**config.mk**
```make
export PLATFORM = sky130hd
export DESIGN_NAME = ahi_host_port
export DESIGN_NICKNAME = d
export VERILOG_FILES = /design/src/hdl/ahi_pkg.sv /design/src/hdl/ahi_host_port.sv
export VERILOG_INCLUDE_DIRS = /design/src /design/src/hdl
export SDC_FILE = /design/constraint.sdc
export NUM_CORES = 1
export LEC_CHECK = 0
export BUFFER_PORTS_ARGS = -buffer_cell sky130_fd_sc_hd__buf_2
export CORE_MARGIN = 10
export CORE_UTILIZATION = 46
export DETAILED_ROUTE_END_ITERATION = 8
export PLACE_DENSITY = 0.71
export SLEW_MARGIN = 30
export SYNTH_ARGS = -nofsm -noshare
export SYNTH_HDL_FRONTEND = slang
export SYNTH_SLANG_ARGS = --single-unit
```
**constraint.sdc**
```tcl
create_clock -name ref_clk -period 2.4 [get_ports ref_clk]
set_input_delay 0.24 -clock ref_clk [delete_from_list [all_inputs] [get_ports ref_clk]]
set_output_delay 0.24 -clock ref_clk [all_outputs]
set_load 0.01 [all_outputs]
```
**src/hdl/ahi_regs.svh**
```systemverilog
/*
 * Register map, bit positions and reset values of the adaptive host port.
 * Assumes it is included by bare name from the package and the design.
 */
`ifndef AHI_REGS_SVH
`define AHI_REGS_SVH

// Register select line values.
`define AHI_SEL_DATA 1'b0
`define AHI_SEL_CTRL 1'b1

// Control bank A bit positions.
`define AHI_A_TONE 0
`define AHI_A_CALLP 1
`define AHI_A_IRQ 2
`define AHI_A_PTR 3

// Control bank B bit positions.
`define AHI_B_BURST 0
`define AHI_B_RXOFF 1
`define AHI_B_SINGLE 2
`define AHI_B_COLUMN 3

// Status bit positions.
`define AHI_ST_IRQ 0
`define AHI_ST_TXE 1
`define AHI_ST_RXF 2
`define AHI_ST_STEER 3

// Reset values of the four-bit registers.
`define AHI_NIB_RST 4'h0

`endif

```
**src/hdl/ahi_pkg.sv**
```systemverilog
/*
 * Types shared by the adaptive host port.
 * Assumes ahi_regs.svh is on the include path.
 */
package ahi_pkg;
    `include "ahi_regs.svh"

    // Bus style sensed at the chip-select falling edge, one-hot.
    typedef enum logic [2:0] {
        AHI_IDLE = 3'b001,
        AHI_ONE_STROBE = 3'b010,
        AHI_TWO_STROBE = 3'b100
    } ahi_style_t;

    // One register nibble.
    typedef logic [3:0] ahi_nib_t;
endpackage

```
**src/hdl/ahi_host_port.sv**
```systemverilog
/*
 * Adaptive parallel host port and control bank of a tone transceiver.
 * Assumes host pins are synchronous to ref_clk and a tone core outside
 * supplies detection events and consumes the control outputs.
 */
`timescale 1ns/1ps
`include "ahi_regs.svh"

// Operation
// - Data strobe low at select fall: single-strobe.
// - Read strobe high at select fall: split strobes.
// - Latch address per detected multiplexed bus type.
// - Status updates need no strobe activity.
// - Select 0: data registers; 1: control/status.
// - Receive register holds last valid tone code.
// - Transmit write picks tone pair, same code.
// - Bank A bit3 steers next write to B.
// - Interrupt pin is open-drain, pulled up outside.
// - Bank A bit0 gates all tone output.
// - Bank A bit1 selects call-progress, no detection.
// - Call-progress square wave only when interrupts enabled.
// - Interrupt low on tone valid or burst ready.
// - Bank B bit0 low enables burst mode.
// - Bank B bits select single tone, column/row.
// - Status flag bits clear on status read; the steering bit follows rx_steer.
module ahi_host_port
    import ahi_pkg::*;
(
    // Clock, reset and freeze.
    input wire logic ref_clk,
    input wire logic rst_n,
    input wire logic clk_en,
    // Host bus pins.
    input wire logic cs_n,
    input wire logic data_strobe_in,
    input wire logic rw_wr,
    input wire logic register_select_line,
    input wire logic [3:0] data_in,
    output logic [3:0] data_out,
    output logic data_oe,
    // Open-drain interrupt / call-progress pin.
    output logic interrupt_tone_pin_out,
    output logic interrupt_tone_pin_oe,
    // Events and levels from the tone core.
    input wire logic rx_valid,
    input wire logic [3:0] rx_code,
    input wire logic rx_steer,
    input wire logic tx_done,
    input wire logic cp_square_in,
    // Controls toward the tone core.
    output logic [3:0] tx_code,
    output logic tx_load,
    output logic tone_output_enable,
    output logic call_progress_select,
    output logic burst_disable,
    output logic receiver_off,
    output logic single_tone,
    output logic column_tone
);

    ////////////////////////////////////////////////////////////////////////
    // Pin sampling and strobe decode.

    logic cs_q_r; // Chip select one cycle ago.
    logic strobe_q_r; // Data/read strobe one cycle ago.
    logic wr_q_r; // Write strobe active one cycle ago.
    logic rd_q_r; // Read strobe active one cycle ago.
    ahi_style_t style_r; // Bus style of the current access.
    logic addr_r; // Latched register select.
    ahi_nib_t wdat_r; // Write data held while the strobe is active.
    logic cs_fall; // Chip select falling edge.
    logic strobe_rise; // Single-strobe data strobe rising edge.
    logic wr_act; // Write strobe active in the current style.
    logic rd_act; // Read strobe active in the current style.
    logic wr_end; // Trailing edge of a write strobe.
    logic rd_end; // Trailing edge of a read strobe.

    // The style is only trusted after it has been sensed, so a select
    // held low out of reset still counts as a fall, as cs_q_r resets high.
    assign cs_fall = cs_q_r & ~cs_n;
    assign strobe_rise = (style_r == AHI_ONE_STROBE) & ~cs_n
        & data_strobe_in & ~strobe_q_r;

    // Decode both bus styles into one internal write and read strobe.
    // In the select-fall cycle the style still belongs to the previous
    // access, so nothing is decoded there; a stale style could otherwise
    // fake a read strobe edge and clear status during a write.
    always_comb begin
        wr_act = 1'b0;
        rd_act = 1'b0;
        if (cs_n || cs_fall) begin
            // No access without select, nor before the style is sensed.
            wr_act = 1'b0;
        end else if (style_r == AHI_ONE_STROBE) begin
            // Data strobe high is the active phase; direction line tells.
            wr_act = data_strobe_in & ~rw_wr;
            rd_act = data_strobe_in & rw_wr;
        end else if (style_r == AHI_TWO_STROBE) begin
            // Separate low-active strobes.
            wr_act = ~rw_wr;
            rd_act = ~data_strobe_in;
        end
    end

    assign wr_end = wr_q_r & ~wr_act;
    assign rd_end = rd_q_r & ~rd_act;

    // Previous pin and strobe levels for edge detection.
    always_ff @(posedge ref_clk or negedge rst_n) begin
        if (!rst_n) begin
            cs_q_r <= 1'b1;
            strobe_q_r <= 1'b0;
            wr_q_r <= 1'b0;
            rd_q_r <= 1'b0;
        end else if (clk_en) begin
            cs_q_r <= cs_n;
            strobe_q_r <= data_strobe_in;
            wr_q_r <= wr_act;
            rd_q_r <= rd_act;
        end
    end

    // Sense the bus style on each select fall.
    always_ff @(posedge ref_clk or negedge rst_n) begin
        if (!rst_n) begin
            style_r <= AHI_IDLE;
        end else if (clk_en && cs_fall) begin
            if (!data_strobe_in) begin
                style_r <= AHI_ONE_STROBE;
            end else begin
                style_r <= AHI_TWO_STROBE;
            end
        end
    end

    // Multiplexed buses present the address with select; separate buses
    // hold it valid when the data strobe rises.
    always_ff @(posedge ref_clk or negedge rst_n) begin
        if (!rst_n) begin
            addr_r <= `AHI_SEL_DATA;
        end else if (clk_en && (cs_fall || strobe_rise)) begin
            addr_r <= register_select_line;
        end
    end

    // Track data while the write strobe is active; the last value seen
    // before the trailing edge is what gets committed.
    always_ff @(posedge ref_clk or negedge rst_n) begin
        if (!rst_n) begin
            wdat_r <= `AHI_NIB_RST;
        end else if (clk_en && wr_act) begin
            wdat_r <= data_in;
        end
    end

    ////////////////////////////////////////////////////////////////////////
    // Data and control registers.

    ahi_nib_t tx_code_r; // Transmit tone code.
    ahi_nib_t rx_code_r; // Last valid received code.
    ahi_nib_t bank_a_r; // Control bank A.
    ahi_nib_t bank_b_r; // Control bank B.
    logic bank_pointer_bit_r; // Next control write goes to bank B.
    logic tx_load_r; // One-cycle pulse after a transmit write.
    logic wr_data; // Commit to the transmit register.
    logic wr_ctrl; // Commit to a control bank.

    assign wr_data = wr_end & (addr_r == `AHI_SEL_DATA);
    assign wr_ctrl = wr_end & (addr_r == `AHI_SEL_CTRL);

    // Transmit register and its load pulse toward the synthesiser.
    always_ff @(posedge ref_clk or negedge rst_n) begin
        if (!rst_n) begin
            tx_code_r <= `AHI_NIB_RST;
            tx_load_r <= 1'b0;
        end else if (clk_en) begin
            tx_load_r <= wr_data;
            if (wr_data) begin
                tx_code_r <= wdat_r;
            end
        end
    end

    // Receive register loads only in tone-pair mode; in call-progress
    // mode detection is off and the old code is kept.
    always_ff @(posedge ref_clk or negedge rst_n) begin
        if (!rst_n) begin
            rx_code_r <= `AHI_NIB_RST;
        end else if (clk_en && rx_valid && !bank_a_r[`AHI_A_CALLP]) begin
            rx_code_r <= rx_code;
        end
    end

    // Both banks share one address; bank A bit3 steers the next write to B.
    // Reset clears them, though software still initialises them.
    always_ff @(posedge ref_clk or negedge rst_n) begin
        if (!rst_n) begin
            bank_a_r <= `AHI_NIB_RST;
            bank_b_r <= `AHI_NIB_RST;
            bank_pointer_bit_r <= 1'b0;
        end else if (clk_en && wr_ctrl) begin
            if (!bank_pointer_bit_r) begin
                bank_a_r <= wdat_r;
                bank_pointer_bit_r <= wdat_r[`AHI_A_PTR];
            end else begin
                bank_b_r <= wdat_r;
                bank_pointer_bit_r <= 1'b0;
            end
        end
    end

    // Control outputs come straight from the bank flops.
    assign tone_output_enable = bank_a_r[`AHI_A_TONE];
    assign call_progress_select = bank_a_r[`AHI_A_CALLP];
    assign burst_disable = bank_b_r[`AHI_B_BURST];
    assign receiver_off = bank_b_r[`AHI_B_RXOFF];
    assign single_tone = bank_b_r[`AHI_B_SINGLE];
    assign column_tone = bank_b_r[`AHI_B_COLUMN];
    assign tx_code = tx_code_r;
    assign tx_load = tx_load_r;

    ////////////////////////////////////////////////////////////////////////
    // Status, read path and interrupt pin.

    logic st_txe_r; // Transmitter ready, burst mode only.
    logic st_rxf_r; // Receive register full.
    logic st_steer_r; // Delayed steering level.
    logic rd_status; // Status read completes.
    logic st_irq; // Interrupt occurred.
    ahi_nib_t status; // Status word.
    ahi_nib_t rdat_r; // Registered read data.
    logic int_oe_r; // Pin pulled low.

    assign rd_status = rd_end & (addr_r == `AHI_SEL_CTRL);
    assign st_irq = st_txe_r | st_rxf_r;
    assign status = {st_steer_r, st_rxf_r, st_txe_r, st_irq};

    // Flags follow core events on their own; a set in the same cycle as
    // the clearing read wins so no event is lost.
    always_ff @(posedge ref_clk or negedge rst_n) begin
        if (!rst_n) begin
            st_txe_r <= 1'b0;
            st_rxf_r <= 1'b0;
            st_steer_r <= 1'b0;
        end else if (clk_en) begin
            st_steer_r <= rx_steer;
            if (rx_valid && !bank_a_r[`AHI_A_CALLP]) begin
                st_rxf_r <= 1'b1;
            end else if (rd_status) begin
                st_rxf_r <= 1'b0;
            end
            if (bank_b_r[`AHI_B_BURST]) begin
                st_txe_r <= 1'b0;
            end else if (tx_done) begin
                st_txe_r <= 1'b1;
            end else if (rd_status) begin
                st_txe_r <= 1'b0;
            end
        end
    end

    // Read data is registered and lags the address by one cycle.
    always_ff @(posedge ref_clk or negedge rst_n) begin
        if (!rst_n) begin
            rdat_r <= `AHI_NIB_RST;
        end else if (clk_en) begin
            if (addr_r == `AHI_SEL_CTRL) begin
                rdat_r <= status;
            end else begin
                rdat_r <= rx_code_r;
            end
        end
    end

    assign data_out = rdat_r;
    assign data_oe = rd_act;

    // Pin pulls low for a pending flag in tone-pair mode, or follows the
    // comparator level in call-progress mode; both need the enable.
    always_ff @(posedge ref_clk or negedge rst_n) begin
        if (!rst_n) begin
            int_oe_r <= 1'b0;
        end else if (clk_en) begin
            if (!bank_a_r[`AHI_A_IRQ]) begin
                int_oe_r <= 1'b0;
            end else if (bank_a_r[`AHI_A_CALLP]) begin
                int_oe_r <= ~cp_square_in;
            end else begin
                int_oe_r <= st_irq;
            end
        end
    end

    // Open drain: never drive high.
    assign interrupt_tone_pin_out = 1'b0;
    assign interrupt_tone_pin_oe = int_oe_r;

    ////////////////////////////////////////////////////////////////////////
    // Assertions.

    a_single_sense: assert property (
        @(posedge ref_clk) disable iff (!rst_n)
        clk_en && cs_fall && !data_strobe_in |=> style_r == AHI_ONE_STROBE)
        else $error("single-strobe style not sensed");

    a_split_sense: assert property (
        @(posedge ref_clk) disable iff (!rst_n)
        clk_en && cs_fall && data_strobe_in |=> style_r == AHI_TWO_STROBE)
        else $error("split-strobe style not sensed");

    a_addr_latch: assert property (
        @(posedge ref_clk) disable iff (!rst_n)
        clk_en && cs_fall |=> addr_r == $past(register_select_line))
        else $error("address not latched at select fall");

    a_rx_full_set: assert property (
        @(posedge ref_clk) disable iff (!rst_n)
        clk_en && rx_valid && !bank_a_r[`AHI_A_CALLP] |=> st_rxf_r)
        else $error("receive full not set");

    a_tx_write: assert property (
        @(posedge ref_clk) disable iff (!rst_n)
        clk_en && wr_data |=> tx_code_r == $past(wdat_r) && tx_load)
        else $error("transmit write not committed");

    a_rx_hold: assert property (
        @(posedge ref_clk) disable iff (!rst_n)
        clk_en && rx_valid && !bank_a_r[`AHI_A_CALLP]
        |=> rx_code_r == $past(rx_code))
        else $error("receive code not captured");

    a_bank_steer: assert property (
        @(posedge ref_clk) disable iff (!rst_n)
        clk_en && wr_ctrl && !bank_pointer_bit_r && wdat_r[`AHI_A_PTR]
        |=> bank_pointer_bit_r ##0 bank_a_r == $past(wdat_r))
        else $error("bank pointer not set");

    a_bank_return: assert property (
        @(posedge ref_clk) disable iff (!rst_n)
        clk_en && wr_ctrl && bank_pointer_bit_r
        |=> !bank_pointer_bit_r ##0 bank_b_r == $past(wdat_r))
        else $error("bank B write wrong");

    a_cp_wave: assert property (
        @(posedge ref_clk) disable iff (!rst_n)
        clk_en && bank_a_r[`AHI_A_IRQ] && bank_a_r[`AHI_A_CALLP]
        |=> int_oe_r == !$past(cp_square_in))
        else $error("call-progress wave missing");

    a_irq_pull: assert property (
        @(posedge ref_clk) disable iff (!rst_n)
        clk_en && bank_a_r[`AHI_A_IRQ] && !bank_a_r[`AHI_A_CALLP] && st_irq
        |=> int_oe_r)
        else $error("interrupt not asserted");

    a_status_clear: assert property (
        @(posedge ref_clk) disable iff (!rst_n)
        clk_en && rd_status && !rx_valid && !tx_done |=> !st_irq)
        else $error("status not cleared by read");

endmodule

```
==> results.json, run 1 <==
{
  "status": "complete, no violations",
  "setup.worst_path.start": "style_r[2]",
  "yosys_most_used_dff": "dfrtp_1",
  "synth_cell_types": 34,
  "postCtsSetupRepairBufs": 0,
  "fp.dieW_um": 78.8,
  "cts_tree": "done",
  "drc_errors": 0,
  "critPathSlowestCell": "or3b_2",
  "grt_pass1_wl_um": 5530,
  "wl_per_cell_um": 16.2,
  "multi_input_area_um2": 634,
  "vias": 1091,
  "leakagePower_nw": 0.888,
  "core_um2": 3340,
  "yosysWarnings": 0,
  "reg2regPathDepth": 4,
  "start_util": 0.477,
  "rr_endpoint": "bank_a_r[2]",
  "hold_class": "input port to register",
  "rsz0062_at_grt": "false",
  "cts_buffer_depth": 2,
  "fillerInstances": 315,
  "relSlewSlack": 0.456,
  "p_int_mw": 1.26,
  "use_met1": 0.126,
  "seq_area_frac_synth": 0.583,
  "io_buffers": 35,
  "avgSynthCellArea_um2": 13.2,
  "synth_area_um2": 1590,
  "crit_chain": "or3b_2 -> a211oi_1 -> buf_2",
  "endpoint": "data_oe",
  "slew_viol_final": 0,
  "synthTopCellsByArea": "dfrtp_1, mux2_2, dfstp_2",
  "vias_per_cell": 5.27,
  "cts.sinks": 37,
  "fin_skew_ns": 0.00779,
  "synth.largest_area_cell": "dfrtp_1",
  "critPathKind": "register to output port",
  "synth_top_family_by_area": "multiplexers",
  "use_met2": 0.179,
  "synth_compound_area_frac": 0.0715,
  "synthSimpleGateAreaFrac": 0.116,
  "worstMarginPinSlew_ns": 0.816,
  "critPathMaxFanout": 6,
  "drive_gt1_frac": 0.484,
  "grt_util_met3": 0.0619,
  "setup_viol": 0,
  "dieArea_um2": 6220,
  "grt_max_degree": 38,
  "grt_use_total": 0.112,
  "grt-ovfl-total": 0,
  "cts_root_buf": "clkbuf_4",
  "fin_nets": 179,
  "yosys.area.top_type_share": 0.550,
  "diodes": 0,
  "cp_slowest_stage_delay_ns": 0.47,
  "synth_xor_area_frac": 0.00550,
  "max_cap_violations": 0,
  "synthAdderAreaFrac": 0,
  "ant_nets": 0,
  "max_freq_mhz": 475,
  "cp.arrival_ns": 1.87,
  "sw_frac_of_total": 0.294,
  "hpwl_um": 2480,
  "syn_nets": 140,
  "grt_pass1_vias": 1205,
  "io_pins": 37,
  "start_kind": "register",
  "cts_hold_buffers": 1,
  "wl_um": 3350,
  "h-tree-depth": 2,
  "rr_startpoint": "style_r[1]",
  "cts_buffers": 5,
  "synth-async-reset-ratio": 1.00,
  "clk_latency_ns": 0.33,
  "busiest_layer": "met2",
  "cts_resized": 0,
  "p_switching_mw": 0.525,
  "ir_worst_vdd_uv": 531,
  "sequentialPowerShare": 0.522,
  "synth_common_cells": "dfrtp_1, mux2_2, a21oi_1",
  "drtIter0Drc": 56,
  "synth_mux_area_frac": 0.203,
  "endpoint_kind": "output port",
  "register_area_um2": 928,
  "pwr-share-clk": 0.251,
  "worstPathRequired_ns": 2.16,
  "drt_first_pass_iters": 4,
  "clk_pin_slew_ns": 0.11,
  "fin_tns_setup_ns": 0,
  "min_period_ns": 2.11,
  "synth_edf_count": 0,
  "postSynthCellCount": 121,
  "area_growth_pct": 19.4,
  "finalWeightedCongestion": 0.832,
  "fin_crit_sh": 0.878,
  "hold_violations": 0,
  "yosysMostFrequentCell": "dfrtp_1",
  "ys_ff_latch": 37,
  "power_frac_comb": 0.227,
  "final_util": 0.570,
  "die_h_um": 78.8,
  "p_per_area_nw_per_um2": 939,
  "antenna_found_initial": 0,
  "r2r_setup_slack_ns": 0.45,
  "rows": 21
}
[flip-flops by register name, summed over array words and instances (netlist names)]
register               flops
st_txe_r                   1
addr_r                     1
st_rxf_r                   1
strobe_q_r                 1
bank_b_r                   4
tx_load                    1
rd_q_r                     1
bank_pointer_bit_r         1
wr_q_r                     1
wdat_r                     4
data_out                   4
tx_code                    4
interrupt_tone_pin_oe      1
rx_code_r                  4
style_r                    3
bank_a_r                   3
cs_q_r                     1
st_steer_r                 1
[worst min-delay path by stage]
| stage | endpoint | from | slack [ns] | depth (start not counted) |
|---|---|---|---|---|
| 5_1_grt | rx_code_r[2] | rx_code[2] | 0.09 | 2 |
| 6_report | addr_r | register_select_line | 0.13 | 2 |
| 3_5_place_dp | strobe_q_r | rst_n | 0.38 | 1 |
| 4_1_cts | wdat_r[1] | data_in[1] | 0.11 | 2 |
| 3_3_place_gp | strobe_q_r | rst_n | 0.36 | 1 |
| 2_1_floorplan | addr_r | rst_n | -0.06 | 0 |
[power by group through the flow]
stage                     Combinational [mW]  Clock (mW)  Sequential [mW]
after CTS                              0.417       0.462            0.932
final                                  0.406       0.447            0.932
after floorplan                        0.246           0            0.928
after global routing                   0.450       0.494            0.956
after detailed placement               0.415           0            0.942
after global placement                 0.400           0            0.934
[cells in the final DEF, fill, tap and decap left out, drive strengths merged, types with 3 or more instances in the layout]
cell,netlist,routed
mux2i,3,3
nor2,6,6
a21oi,6,6
o21ai,5,5
inv,3,3
dfrtp,35,35
mux2,26,26
nand3,3,3
nor3,4,4
nand3b,3,3
buf,2,35
clkbuf,2,7
nand2,5,5
[area by class of cell]
cell class / count / area share
inverter: 3 / 0.00592
tap: 46 / 0.0303
clock inverter: 1 / 0.0158
timing repair buffer: 36 / 0.0974
multi-input combinational: 77 / 0.334
sequential: 37 / 0.488
clock buffer: 7 / 0.0289
[kinds of logic (layout without fill, tap and decap cells)]
group           Yosys count  in the layout
mux                      29             29
other cells               1              1
xor+xnor                  1              1
buf+inv                   7             47
simple gates             30             30
flops                    37             37
compound gates           16             16
[critical path, delay by kind of cell, from the launching register on]
kind                   cells  cell delay, ns
and+or+nand+nor            1            0.47
AOI/OAI and AO/OA          1            0.39
DFF                        1            0.46
buffers and inverters      1            0.22
[through the flow]
step	area, um2	total power, mW	hold slack [ns]	instances	setup slack (ns)
5_1_grt	1900	1.90	0.0907	207	0.168
2_1_floorplan	1590	1.17	-0.0556	121	0.668
3_5_place_dp	1810	1.36	0.382	198	0.464
3_3_place_gp	1810	1.33	0.358	198	0.549
6_report	1900	1.79	0.125	207	0.294
4_1_cts	1900	1.81	0.109	207	0.278
[per-layer routing]
metal	wire length [um]	part of all wire
met1	1440	0.43
met4	15	0.0045
met2	1680	0.50
met3	214	0.064
met5	0	0
No activity file was read; power rests on OpenSTA's default activity.
==> inputs of run 2 (changes only) <==
Clock period 2.4 ns to 2.5 ns, I/O delays scaled along.
==> run 2 against run 1 <==
  * The flow now finishes with violations (negative hold slack)
  * Highest routed layer unchanged
  * Critical path depth did not move
  * Largest cell class unchanged
  * Cell count shrank 0.48%
  * Wire length rose by 0.18%
==> results.json, run 2 (synthesis gave the netlist of run 1 again) <==
{
  "min_period_ns": 2.15,
  "setup_viol": 0,
  "hold_violations": 13,
  "start_kind": "register",
  "sw_frac_of_total": 0.311,
  "rsz0062_at_grt": "false",
  "max_cap_violations": 0,
  "worstMarginPinSlew_ns": 0.808,
  "io_buffers": 35,
  "drtIter0Drc": 71,
  "critPathKind": "register to output port",
  "drive_gt1_frac": 0.481,
  "cp.arrival_ns": 1.90,
  "clk_pin_slew_ns": 0.11,
  "cts_hold_buffers": 0,
  "drt_first_pass_iters": 4,
  "dieArea_um2": 6220,
  "cts_buffers": 5,
  "sequentialPowerShare": 0.553,
  "endpoint_kind": "output port",
  "hold_class": "input port to async pin",
  "wl_um": 3360,
  "cts_buffer_depth": 2,
  "h-tree-depth": 2,
  "power_frac_comb": 0.245,
  "area_growth_pct": 17.1,
  "diodes": 0,
  "fin_nets": 178,
  "grt-ovfl-total": 0,
  "ant_nets": 0,
  "p_per_area_nw_per_um2": 863,
  "leakagePower_nw": 0.871,
  "rows": 21,
  "fillerInstances": 304,
  "slew_viol_final": 0,
  "ir_worst_vdd_uv": 495,
  "worstPathRequired_ns": 2.25,
  "relSlewSlack": 0.461,
  "cts.sinks": 37,
  "cts_tree": "done",
  "max_freq_mhz": 465,
  "finalWeightedCongestion": 0.829,
  "grt_max_degree": 38,
  "grt_use_total": 0.113,
  "hpwl_um": 2510,
  "fin_crit_sh": 0.860,
  "vias_per_cell": 5.30,
  "vias": 1091,
  "io_pins": 37,
  "fin_skew_ns": 0.0102,
  "wl_per_cell_um": 16.3,
  "placed_cells": 198,
  "die_h_um": 78.8,
  "fin_tns_setup_ns": 0,
  "status": "complete, but fails checks",
  "p_switching_mw": 0.501,
  "cts_root_buf": "clkbuf_4",
  "clk_latency_ns": 0.34,
  "violations": "negative hold slack",
  "final_cells": 206,
  "cts_resized": 0,
  "grt_pass1_vias": 1200,
  "p_int_mw": 1.11,
  "hold_slack_ns": -0.00950,
  "final_cell_mix": "dfrtp_1, buf_2, mux2_2, a21oi_1",
  "drc_errors": 0,
  "fp.dieW_um": 78.8,
  "pwr-share-clk": 0.203,
  "critPathMaxFanout": 6,
  "postCtsSetupRepairBufs": 0,
  "core_um2": 3340,
  "grt_pass1_wl_um": 5570,
  "start_util": 0.477,
  "antenna_found_initial": 0
}
## run 2: power groups by stage
stage	registers, mW	clock network, mW	logic [mW]
3_5_place_dp	0.904	0	0.401
5_1_grt	0.919	0.370	0.431
6_report	0.890	0.327	0.394
2_1_floorplan	0.891	0	0.236
4_1_cts	0.893	0.340	0.403
3_3_place_gp	0.894	0	0.384
## run 2: critical path, cell delays in order (launching register included)
cell and delay [ns]:
dfrtp_1 0.45, or3b_2 0.46, a211oi_1 0.44, buf_2 0.23
## run 2: metal layers
metal,share of wire,track usage
met1,0.41,0.117
met2,0.50,0.184
met3,0.078,0.0619
met4,0.0086,0.0484
met5,0,0
## run 2: area by class of cell
cell class / instances / area, um2 / share of cell area
Multi-Input combinational cell: 77 / 634 / 0.340
Clock buffer: 8 / 58.8 / 0.0315
Sequential cell: 37 / 928 / 0.498
Inverter: 3 / 11.3 / 0.00604
Tap cell: 46 / 57.6 / 0.0309
Timing Repair Buffer: 35 / 175 / 0.0939
## run 2: worst paths after layout
check | startpoint | end | slack [ns] | depth (start not counted)
min in group ref_clk | data_in[1] | wdat_r[1] | 0.14 | 2
worst max-delay path | style_r[1] | data_oe | 0.35 | 3
max in group asynchronous | rst_n | data_out[2] | 2.00 | 1
worst min register to register | tx_load | tx_load | 0.49 | 1
worst min-delay path | rst_n | bank_b_r[3] | -0.009 | 1
worst max register to register | style_r[1] | bank_a_r[0] | 0.62 | 4
## run 2: per-stage QoR
stage               power (mW)  instance area (um2)  utilization  worst slack, ns
floorplan                 1.13                 1590            -            0.768
global placement          1.28                 1810        0.541            0.652
detailed placement        1.31                 1810        0.541            0.604
CTS                       1.64                 1870        0.559            0.361
global route              1.72                 1870        0.559            0.220
finish                    1.61                 1870        0.559            0.349
